**src/inc/wake_pkg.sv**
```systemverilog
// Constants, carriers and state codes for the wake frame detector
package wake_pkg;
	// Register offsets
	localparam logic [15:0] ADDR_BASIC_CONTROL = 16'h0000;
	localparam logic [15:0] ADDR_INT_ENABLE = 16'h0012;
	localparam logic [15:0] ADDR_INT_STATUS = 16'h0013;
	localparam logic [15:0] ADDR_WAKE_CONTROL = 16'h4000;
	localparam logic [15:0] ADDR_WAKE_IRQ_CFG = 16'h4003;
	localparam logic [15:0] ADDR_NODE_WORD0 = 16'h4004;
	localparam logic [15:0] ADDR_NODE_WORD1 = 16'h4005;
	localparam logic [15:0] ADDR_NODE_WORD2 = 16'h4006;
	// Field positions
	localparam int BC_SOFT_RESET_BIT = 15;
	localparam int BC_FLOAT_BIT = 10;
	localparam int IE_WAKE_BIT = 6;
	localparam int IS_WAKE_BIT = 6;
	localparam int WC_ENABLE_BIT = 2;
	localparam int WIC_PULSE_BIT = 7;
	localparam int WIC_WIDTH_LSB = 8;
	// Reset values
	localparam logic [15:0] RST_BASIC_CONTROL = 16'h0000;
	localparam logic [15:0] RST_INT_ENABLE = 16'h0000;
	localparam logic [15:0] RST_WAKE_CONTROL = 16'h0000;
	localparam logic [15:0] RST_WAKE_IRQ_CFG = 16'h0000;
	localparam logic [15:0] RST_NODE_WORD = 16'h0000;
	// Pattern shape
	localparam logic [7:0] SYNC_BYTE = 8'hFF;
	localparam logic [2:0] SYNC_LEN = 3'h6;
	localparam logic [2:0] ADDR_LAST_BYTE = 3'h5;
	localparam logic [3:0] ADDR_LAST_REPEAT = 4'hF;
	// Timing
	localparam int CLK_MHZ = 20;
	localparam int PULSE_NS_0 = 800;
	localparam int PULSE_NS_1 = 1600;
	localparam int PULSE_NS_2 = 3200;
	localparam int PULSE_NS_3 = 6400;
	localparam logic [7:0] PULSE_CYC_0 = 8'((PULSE_NS_0 * CLK_MHZ + 999) / 1000);
	localparam logic [7:0] PULSE_CYC_1 = 8'((PULSE_NS_1 * CLK_MHZ + 999) / 1000);
	localparam logic [7:0] PULSE_CYC_2 = 8'((PULSE_NS_2 * CLK_MHZ + 999) / 1000);
	localparam logic [7:0] PULSE_CYC_3 = 8'((PULSE_NS_3 * CLK_MHZ + 999) / 1000);
	localparam logic [1:0] STRAP_SETTLE = 2'h2;

	typedef struct packed {
		logic read;
		logic write;
		logic [15:0] addr;
		logic [15:0] wdata;
	} reg_req_t;

	typedef struct packed {
		logic start;
		logic valid;
		logic [7:0] data;
		logic last;
		logic good;
	} rx_byte_t;

	typedef struct packed {
		logic dv;
		logic [3:0] data;
	} mii_rx_t;

	typedef struct packed {
		logic en;
		logic [3:0] data;
	} mii_tx_t;

	typedef enum logic [1:0] {
		HUNT = 2'b00,
		ADDR = 2'b01,
		FOUND = 2'b10
	} match_state_t;
endpackage

```
**src/wake_pattern_matcher.sv**
```systemverilog
// Byte-wise search for the wake pattern inside each received frame
`timescale 1ns/1ps
`default_nettype none
module wake_pattern_matcher (
	input wire logic sys_clk,
	input wire logic rst,
	input wire logic clear,
	input wire logic enable,
	input wire logic [47:0] node_address,
	input wire wake_pkg::rx_byte_t rx,
	output logic wake_event
);
	wake_pkg::match_state_t state;
	wake_pkg::match_state_t base_state;
	wake_pkg::match_state_t next_state;
	logic [2:0] sync_cnt;
	logic [2:0] base_sync;
	logic [2:0] next_sync;
	logic [2:0] byte_idx;
	logic [2:0] base_idx;
	logic [2:0] next_idx;
	logic [3:0] rep_cnt;
	logic [3:0] base_rep;
	logic [3:0] next_rep;
	logic [7:0] expected;
	logic is_sync;
	logic hit;
	logic frame_done;

	// Each frame starts its search from scratch
	assign base_state = rx.start ? wake_pkg::HUNT : state;
	assign base_sync = rx.start ? 3'h0 : sync_cnt;
	assign base_idx = rx.start ? 3'h0 : byte_idx;
	assign base_rep = rx.start ? 4'h0 : rep_cnt;
	assign expected = node_address[8 * (wake_pkg::ADDR_LAST_BYTE - base_idx) +: 8];
	assign is_sync = rx.data == wake_pkg::SYNC_BYTE;
	assign hit = rx.data == expected;
	// Only a good, complete frame may raise the event
	assign frame_done = rx.valid && rx.last && rx.good;

	always_comb begin
		next_state = base_state;
		next_sync = base_sync;
		next_idx = base_idx;
		next_rep = base_rep;
		if (rx.valid) begin
			unique case (base_state)
				wake_pkg::HUNT: begin
					if (base_sync == wake_pkg::SYNC_LEN && hit && !is_sync) begin
						next_state = wake_pkg::ADDR;
						next_idx = 3'h1;
						next_rep = 4'h0;
					end else if (is_sync) begin
						if (base_sync != wake_pkg::SYNC_LEN) begin
							next_sync = base_sync + 3'h1;
						end
					end else begin
						next_sync = 3'h0;
					end
				end
				wake_pkg::ADDR: begin
					if (hit) begin
						if (base_idx == wake_pkg::ADDR_LAST_BYTE) begin
							next_idx = 3'h0;
							if (base_rep == wake_pkg::ADDR_LAST_REPEAT) begin
								next_state = wake_pkg::FOUND;
							end else begin
								next_rep = base_rep + 4'h1;
							end
						end else begin
							next_idx = base_idx + 3'h1;
						end
					end else begin
						next_state = wake_pkg::HUNT;
						next_sync = is_sync ? 3'h1 : 3'h0;
						next_idx = 3'h0;
						next_rep = 4'h0;
					end
				end
				wake_pkg::FOUND: begin
					next_state = wake_pkg::FOUND;
				end
				default: begin
					next_state = wake_pkg::HUNT;
				end
			endcase
		end
	end

	always_ff @(posedge sys_clk or posedge rst) begin
		if (rst) begin
			state <= wake_pkg::HUNT;
			sync_cnt <= 3'h0;
			byte_idx <= 3'h0;
			rep_cnt <= 4'h0;
			wake_event <= 1'b0;
		end else if (clear || !enable) begin
			state <= wake_pkg::HUNT;
			sync_cnt <= 3'h0;
			byte_idx <= 3'h0;
			rep_cnt <= 4'h0;
			wake_event <= 1'b0;
		end else begin
			state <= next_state;
			sync_cnt <= next_sync;
			byte_idx <= next_idx;
			rep_cnt <= next_rep;
			wake_event <= frame_done && next_state == wake_pkg::FOUND;
		end
	end
endmodule
`default_nettype wire

```
**src/wake_frame_detector.sv**
```systemverilog
// Wake frame detector with its registers, interrupts, strap and mac_port_float
//
// Summary of operation
// - While enabled, every received frame is scanned for the wake pattern.
// - Node address must repeat sixteen times back to back.
// - Six bytes of 0xFF must precede the address run, anywhere in frame.
// - Only a valid Ethernet frame turns a match into a wake event.
// - Node address lives in three registers from 0x4004 on.
// - Bit 2 of 0x4000 turns wake detection on or off.
// - Strap high at reset makes status light 0 the wake interrupt.
// - Bit 7 of 0x4003 picks level (0) or pulse (1), both active low.
// - Bits 9:8 of 0x4003 pick the pulse width.
// - Bit 6 of 0x12 ANDs the wake event onto the general interrupt.
// - Reading 0x13 clears a wake-caused general interrupt (in level mode only once the level is gone); bit 6 shows it.
// - Bit 10 of 0x0 floats MAC outputs and ignores MAC inputs.
// - Straps latch at hardware reset release, not at software reset.
`timescale 1ns/1ps
`default_nettype none
module wake_frame_detector (
	input wire logic sys_clk,
	input wire logic rst,
	input wire wake_pkg::reg_req_t reg_req,
	output logic [15:0] reg_rdata,
	output logic reg_rvalid,
	input wire wake_pkg::rx_byte_t rx_stream,
	input wire wake_pkg::mii_rx_t phy_rx,
	output wake_pkg::mii_rx_t mac_rx,
	output logic mac_rx_oe,
	input wire wake_pkg::mii_tx_t mac_tx_pins,
	output wake_pkg::mii_tx_t phy_tx,
	input wire logic strap_wake_select,
	input wire logic link_light,
	input wire logic other_irq_n,
	output logic status_light_0,
	output logic general_irq_n
);
	logic [15:0] basic_control;
	logic [15:0] interrupt_enable;
	logic [15:0] wake_control;
	logic [15:0] wake_interrupt_config;
	logic [15:0] node_address_word0;
	logic [15:0] node_address_word1;
	logic [15:0] node_address_word2;
	logic wake_status;
	logic wake_level;
	logic [7:0] pulse_cnt;
	logic strap_meta;
	logic strap_sync;
	logic [1:0] strap_cnt;
	logic wake_on_light;
	wake_pkg::mii_tx_t tx_meta;
	wake_pkg::mii_tx_t tx_sync;
	logic wake_event;

	// Address decode
	logic sel_bc;
	logic sel_ie;
	logic sel_is;
	logic sel_wc;
	logic sel_wic;
	logic sel_n0;
	logic sel_n1;
	logic sel_n2;
	logic wr_en;
	logic rd_en;
	logic soft_reset;
	logic status_read;
	assign wr_en = reg_req.write;
	assign rd_en = reg_req.read;
	assign sel_bc = reg_req.addr == wake_pkg::ADDR_BASIC_CONTROL;
	assign sel_ie = reg_req.addr == wake_pkg::ADDR_INT_ENABLE;
	assign sel_is = reg_req.addr == wake_pkg::ADDR_INT_STATUS;
	assign sel_wc = reg_req.addr == wake_pkg::ADDR_WAKE_CONTROL;
	assign sel_wic = reg_req.addr == wake_pkg::ADDR_WAKE_IRQ_CFG;
	assign sel_n0 = reg_req.addr == wake_pkg::ADDR_NODE_WORD0;
	assign sel_n1 = reg_req.addr == wake_pkg::ADDR_NODE_WORD1;
	assign sel_n2 = reg_req.addr == wake_pkg::ADDR_NODE_WORD2;
	assign soft_reset = wr_en && sel_bc && reg_req.wdata[wake_pkg::BC_SOFT_RESET_BIT];
	assign status_read = rd_en && sel_is;

	// Control fields
	logic wake_enabled;
	logic pulse_mode;
	logic [1:0] width_sel;
	logic merge_en;
	logic mac_port_float;
	logic [47:0] node_address;
	assign wake_enabled = wake_control[wake_pkg::WC_ENABLE_BIT];
	assign pulse_mode = wake_interrupt_config[wake_pkg::WIC_PULSE_BIT];
	assign width_sel = wake_interrupt_config[wake_pkg::WIC_WIDTH_LSB +: 2];
	assign merge_en = interrupt_enable[wake_pkg::IE_WAKE_BIT];
	assign mac_port_float = basic_control[wake_pkg::BC_FLOAT_BIT];
	// First byte on the wire is the high byte of word 0
	assign node_address = {node_address_word0, node_address_word1,
		node_address_word2};

	// Read data selection
	logic [15:0] status_view;
	logic [15:0] read_mux;
	logic [15:0] bc_view;
	assign status_view = 16'(wake_status) << wake_pkg::IS_WAKE_BIT;
	assign bc_view = basic_control & ~(16'h0001 << wake_pkg::BC_SOFT_RESET_BIT);
	assign read_mux = sel_bc ? bc_view :
		sel_ie ? interrupt_enable :
		sel_is ? status_view :
		sel_wc ? wake_control :
		sel_wic ? wake_interrupt_config :
		sel_n0 ? node_address_word0 :
		sel_n1 ? node_address_word1 :
		sel_n2 ? node_address_word2 : 16'h0000;

	// Register writes; a software reset restores every default
	always_ff @(posedge sys_clk or posedge rst) begin
		if (rst) begin
			basic_control <= wake_pkg::RST_BASIC_CONTROL;
			interrupt_enable <= wake_pkg::RST_INT_ENABLE;
			wake_control <= wake_pkg::RST_WAKE_CONTROL;
			wake_interrupt_config <= wake_pkg::RST_WAKE_IRQ_CFG;
			node_address_word0 <= wake_pkg::RST_NODE_WORD;
			node_address_word1 <= wake_pkg::RST_NODE_WORD;
			node_address_word2 <= wake_pkg::RST_NODE_WORD;
		end else if (soft_reset) begin
			basic_control <= wake_pkg::RST_BASIC_CONTROL;
			interrupt_enable <= wake_pkg::RST_INT_ENABLE;
			wake_control <= wake_pkg::RST_WAKE_CONTROL;
			wake_interrupt_config <= wake_pkg::RST_WAKE_IRQ_CFG;
			node_address_word0 <= wake_pkg::RST_NODE_WORD;
			node_address_word1 <= wake_pkg::RST_NODE_WORD;
			node_address_word2 <= wake_pkg::RST_NODE_WORD;
		end else if (wr_en) begin
			if (sel_bc) begin
				basic_control <= reg_req.wdata;
			end
			if (sel_ie) begin
				interrupt_enable <= reg_req.wdata;
			end
			if (sel_wc) begin
				wake_control <= reg_req.wdata;
			end
			if (sel_wic) begin
				wake_interrupt_config <= reg_req.wdata;
			end
			if (sel_n0) begin
				node_address_word0 <= reg_req.wdata;
			end
			if (sel_n1) begin
				node_address_word1 <= reg_req.wdata;
			end
			if (sel_n2) begin
				node_address_word2 <= reg_req.wdata;
			end
		end
	end

	// Read answer, one cycle after the request
	always_ff @(posedge sys_clk or posedge rst) begin
		if (rst) begin
			reg_rdata <= 16'h0000;
			reg_rvalid <= 1'b0;
		end else begin
			reg_rvalid <= rd_en;
			if (rd_en) begin
				reg_rdata <= read_mux;
			end
		end
	end

	// Pattern search over the receive byte stream
	wake_pattern_matcher matcher (
		.sys_clk(sys_clk),
		.rst(rst),
		.clear(soft_reset),
		.enable(wake_enabled),
		.node_address(node_address),
		.rx(rx_stream),
		.wake_event(wake_event)
	);

	// Pulse width choice
	logic [7:0] pulse_load;
	assign pulse_load = (width_sel == 2'h0) ? wake_pkg::PULSE_CYC_0 :
		(width_sel == 2'h1) ? wake_pkg::PULSE_CYC_1 :
		(width_sel == 2'h2) ? wake_pkg::PULSE_CYC_2 :
		wake_pkg::PULSE_CYC_3;

	// Level latch and pulse timer
	always_ff @(posedge sys_clk or posedge rst) begin
		if (rst) begin
			wake_level <= 1'b0;
			pulse_cnt <= 8'h00;
		end else if (soft_reset) begin
			wake_level <= 1'b0;
			pulse_cnt <= 8'h00;
		end else begin
			// Level holds until detection is switched off or pulse mode is picked
			if (wake_event && !pulse_mode) begin
				wake_level <= 1'b1;
			end else if (!wake_enabled || pulse_mode) begin
				wake_level <= 1'b0;
			end
			if (wake_event && pulse_mode) begin
				pulse_cnt <= pulse_load;
			end else if (pulse_cnt != 8'h00) begin
				pulse_cnt <= pulse_cnt - 8'h01;
			end
		end
	end

	// Wake cause flag; new event beats the read clear
	logic status_set;
	logic status_clear;
	assign status_set = wake_event;
	// Level mode keeps the flag while the level stands
	assign status_clear = status_read && (pulse_mode || !wake_level);
	always_ff @(posedge sys_clk or posedge rst) begin
		if (rst) begin
			wake_status <= 1'b0;
		end else if (soft_reset) begin
			wake_status <= 1'b0;
		end else if (status_set) begin
			wake_status <= 1'b1;
		end else if (status_clear) begin
			wake_status <= 1'b0;
		end
	end

	// Strap capture after hardware reset release only
	always_ff @(posedge sys_clk or posedge rst) begin
		if (rst) begin
			strap_meta <= 1'b0;
			strap_sync <= 1'b0;
			strap_cnt <= 2'h0;
			wake_on_light <= 1'b0;
		end else begin
			strap_meta <= strap_wake_select;
			strap_sync <= strap_meta;
			if (strap_cnt != wake_pkg::STRAP_SETTLE + 2'h1) begin
				strap_cnt <= strap_cnt + 2'h1;
			end
			if (strap_cnt == wake_pkg::STRAP_SETTLE) begin
				wake_on_light <= strap_sync;
			end
		end
	end

	// Interrupt outputs
	logic wake_irq_n;
	logic next_light;
	logic next_general_n;
	assign wake_irq_n = pulse_mode ? (pulse_cnt == 8'h00) : !wake_level;
	assign next_light = wake_on_light ? wake_irq_n : link_light;
	assign next_general_n = other_irq_n && !(merge_en && wake_status);
	always_ff @(posedge sys_clk or posedge rst) begin
		if (rst) begin
			status_light_0 <= 1'b1;
			general_irq_n <= 1'b1;
		end else begin
			status_light_0 <= next_light;
			general_irq_n <= next_general_n;
		end
	end

	// MAC side pins; mac_port_float floats outputs and ignores inputs
	assign mac_rx_oe = !mac_port_float;
	always_ff @(posedge sys_clk or posedge rst) begin
		if (rst) begin
			tx_meta <= '0;
			tx_sync <= '0;
			phy_tx <= '0;
			mac_rx <= '0;
		end else begin
			tx_meta <= mac_tx_pins;
			tx_sync <= tx_meta;
			phy_tx <= mac_port_float ? '0 : tx_sync;
			mac_rx <= mac_port_float ? '0 : phy_rx;
		end
	end
endmodule
`default_nettype wire

```
**config.mk**
```make
export PLATFORM = sky130hd
export DESIGN_NAME = wake_frame_detector
export DESIGN_NICKNAME = d
export VERILOG_FILES = /design/src/inc/wake_pkg.sv /design/src/wake_pattern_matcher.sv /design/src/wake_frame_detector.sv
export SDC_FILE = /design/constraint.sdc
export NUM_CORES = 1
export LEC_CHECK = 0
export ABC_AREA = 0
export ABC_CLOCK_PERIOD_IN_PS = 7700
export BUFFER_PORTS_ARGS = -buffer_cell sky130_fd_sc_hd__buf_2
export CAP_MARGIN = 20
export CORE_ASPECT_RATIO = 0.8
export CORE_MARGIN = 8
export CORE_UTILIZATION = 65
export DETAILED_ROUTE_END_ITERATION = 10
export PLACE_DENSITY = 0.94
export SLEW_MARGIN = 10
export SYNTH_ARGS = -nofsm -noshare
export SYNTH_HDL_FRONTEND = slang
export SYNTH_HIERARCHICAL = 1
export SYNTH_SLANG_ARGS = --single-unit
```
**constraint.sdc**
```tcl
create_clock -name sys_clk -period 7.7 [get_ports sys_clk]
set_input_delay 1.155 -clock sys_clk [delete_from_list [all_inputs] [get_ports sys_clk]]
set_output_delay 1.155 -clock sys_clk [all_outputs]
set_load 0.02 [all_outputs]
```
==> metrics <==
Leakage about 5 nW; Hold-fix buffers, CTS 0; Clock Latency Late Sink approximately 0.43 ns; CORE AREA ~14000 µm²; setup TNS 0 ns; initial antenna violation count 0; GRT Util Overall 0.275; most common cell in the netlist dfrtp_1; Flop pwr share 0.490; post_cts resized 0; first-pass GRT wire length 42300 µm; met2 WL roughly 12000 µm; Net Sw Power about 470 µW; period utilization 0.610; Setup violations, final 0; worst reg2reg path startpoint matcher/byte_idx[1]; Worst EP required ~8 ns; Iter 0 DRT Violations 1142; Post-synth EDFFs 0; ys async rst share 1.00; layout net count between 1000 and 1500; Internal Power between 1 and 1.5 mW; CTS Buf Count 17; minimum clock period 4.70 ns; RR Endpoint matcher/rep_cnt[3]; max-cap violation count 0; Placement Rows 39; clk slew on worst S/H paths roughly 0.06 ns; vias in the first global route approximately 8000; hpwl dp 17600 µm; per-cell routed wire length ~22 µm; area share of the largest cell type after synthesis 0.458; total grt overflow 0; fmax 0.213 GHz; highest layer used for signal routing met4; ANT nets after route 0; drt drc 0; number of port buffers 90; layout cells sized above 1 0.167; top cells by instance count after synthesis dfrtp_1 (176), mux2i_1 (133), nor2_1 (124), nand2_1 (57), a21oi_1 (36); pwr/cell area about 180 nW/µm²; drt total wl roughly 26000 µm; ranking of synthesized cells by area dfrtp_1 (46%), mux2i_1 (14%), nor2_1 (4.8%); Hold Crit Class reg2reg; maximum clock path buffer count 2; pins over their slew limit 0; measured slew at the worst slew-check pin between 1 and 1.5 ns; GP Congestion 0.908; Mapped Cells 935; Reg2Reg Setup Slack around 3.8 ns; r2r worst-path depth 9; critical path type in2reg; Hold Vio Cnt, Final 0; num ports 91; syn nets slightly above 1000; Netlist Area Pre-Place 9620 µm²; pin count of the biggest net entering global routing 99; crit end category register; synthesized area per cell 10.3 µm²; RSZ-0062 raised after global routing false; Die ar. between 15000 and 20000 µm²; Fin Hold WS 0.349 ns; area leader, netlist dfrtp_1; synth unique cells 78; Initial Utilization 0.668; Crit. Startpoint rx_stream[11]; vias per cell about 6.9; CTS Root Cell clkbuf_16; wire length on met1 ~11000 µm; top_reg_cell synth dfrtp_1; Worst Skew around 0.0085 ns; CP arrival 5.01 ns; met3 wire length 2930 µm; postcts setup bufs 0; Critical Path Source Type input port; die height 125 µm; Pre-antenna DRT Iters 6; Die X 152 µm; sw frac 0.241; Worst Setup EP matcher/rep_cnt[3]; status completed; YS warnings 6; Crit Path Max Fanout 15; sequential fraction of the synthesis area 0.463; Final Non-Filler Cells 1192; Max-slew headroom 0.261; Area Overhead vs Synth 11.2%; via count 8200; Clock Sinks between 150 and 200; Antenna Diode Count 0; H-tree Lvls 4; # placed instances around 1200; VDD IR max about 170 µV; clock power share 0.450; Comb power frac 0.060; TritonCTS clock tree built; register bit total from synthesis roughly 180
cells in the final DEF, fill, tap and decap left out, types with 21 or more instances in the layout:
master,n
dfrtp_1,176
mux2i_1,133
nor2_1,124
buf_2,90
nand2_1,57
a21oi_1,36
o21ai_0,27
nand2b_1,24
nor2b_1,21
cell type report:
cell class	instances	area, µm²
repair buffers	100	526
clock inverters	13	150
multi-input cells	677	4800
well taps	184	230
fillers	931	3700
flip-flops and latches	178	4460
inverters	21	83.8
clock buffers	19	443
cells by family (layout without fill, tap and decap cells):
kind of cell,Yosys count,after routing,synth area share
xor+xnor,7,7,0.00637
buf+inv,80,153,0.0398
simple gates,323,323,0.178
fa+ha+maj,10,10,0.0130
flops,178,178,0.463
compound gates,193,193,0.138
mux,144,144,0.161
critical path, stage by stage:
cell,delay (ns)
buf_2,0.26
inv_1,0.19
nand2_1,0.16
inv_1,0.08
ha_1,0.70
nand4bb_1,0.39
o21ai_0,0.34
a21oi_1,0.11
nor4_1,0.34
or4b_4,0.61
o31a_1,0.33
o311a_1,0.32
registers in the layout, indices dropped and copies added, names as in the netlist, 4 cells and up:
name                   count
interrupt_enable          16
wake_control              16
mac_rx                     5
wake_interrupt_config     16
tx_meta                    5
reg_rdata                 16
node_address_word2        16
pulse_cnt                  8
phy_tx                     5
tx_sync                    5
basic_control             15
node_address_word1        16
node_address_word0        16
matcher/rep_cnt            4
power by group through the flow:
| stage | Clock (mW) | Combinational (mW) | Sequential, mW |
|---|---|---|---|
| after floorplan | 0 | 0.0615 | 0.967 |
| after global placement | 0 | 0.110 | 0.966 |
| after detailed placement | 0 | 0.113 | 0.967 |
| after CTS | 0.876 | 0.114 | 0.949 |
| after global routing | 0.913 | 0.126 | 0.950 |
| final | 0.872 | 0.116 | 0.950 |
worst min-delay path by stage:
stage	from	endpoint	cells after the start
floorplan	strap_meta	strap_sync	0
global placement	tx_meta[1]	tx_sync[1]	0
detailed placement	strap_meta	strap_sync	0
CTS	strap_meta	strap_sync	0
global route	tx_meta[3]	tx_sync[3]	0
finish	strap_meta	strap_sync	0
through the flow:
step / util / worst slack, ns / power (mW) / area [µm²]
floorplan: - / 2.09 / 1.03 / 9620
global placement: 0.701 / 2.55 / 1.08 / 10100
detailed placement: 0.701 / 2.42 / 1.08 / 10100
CTS: 0.742 / 2.83 / 1.94 / 10700
global route: 0.743 / 2.74 / 1.99 / 10700
finish: 0.743 / 3.00 / 1.94 / 10700
per-layer routing:
| layer | global-route usage | up-vias |
|---|---|---|
| met1 | 0.360 | 3929 |
| met4 | 0.135 | 0 |
| met2 | 0.413 | 617 |
| met5 | 0 | - |
| li1 | - | 3544 |
| met3 | 0.0773 | 110 |
Note: power is estimated with default switching activity, not from simulation.
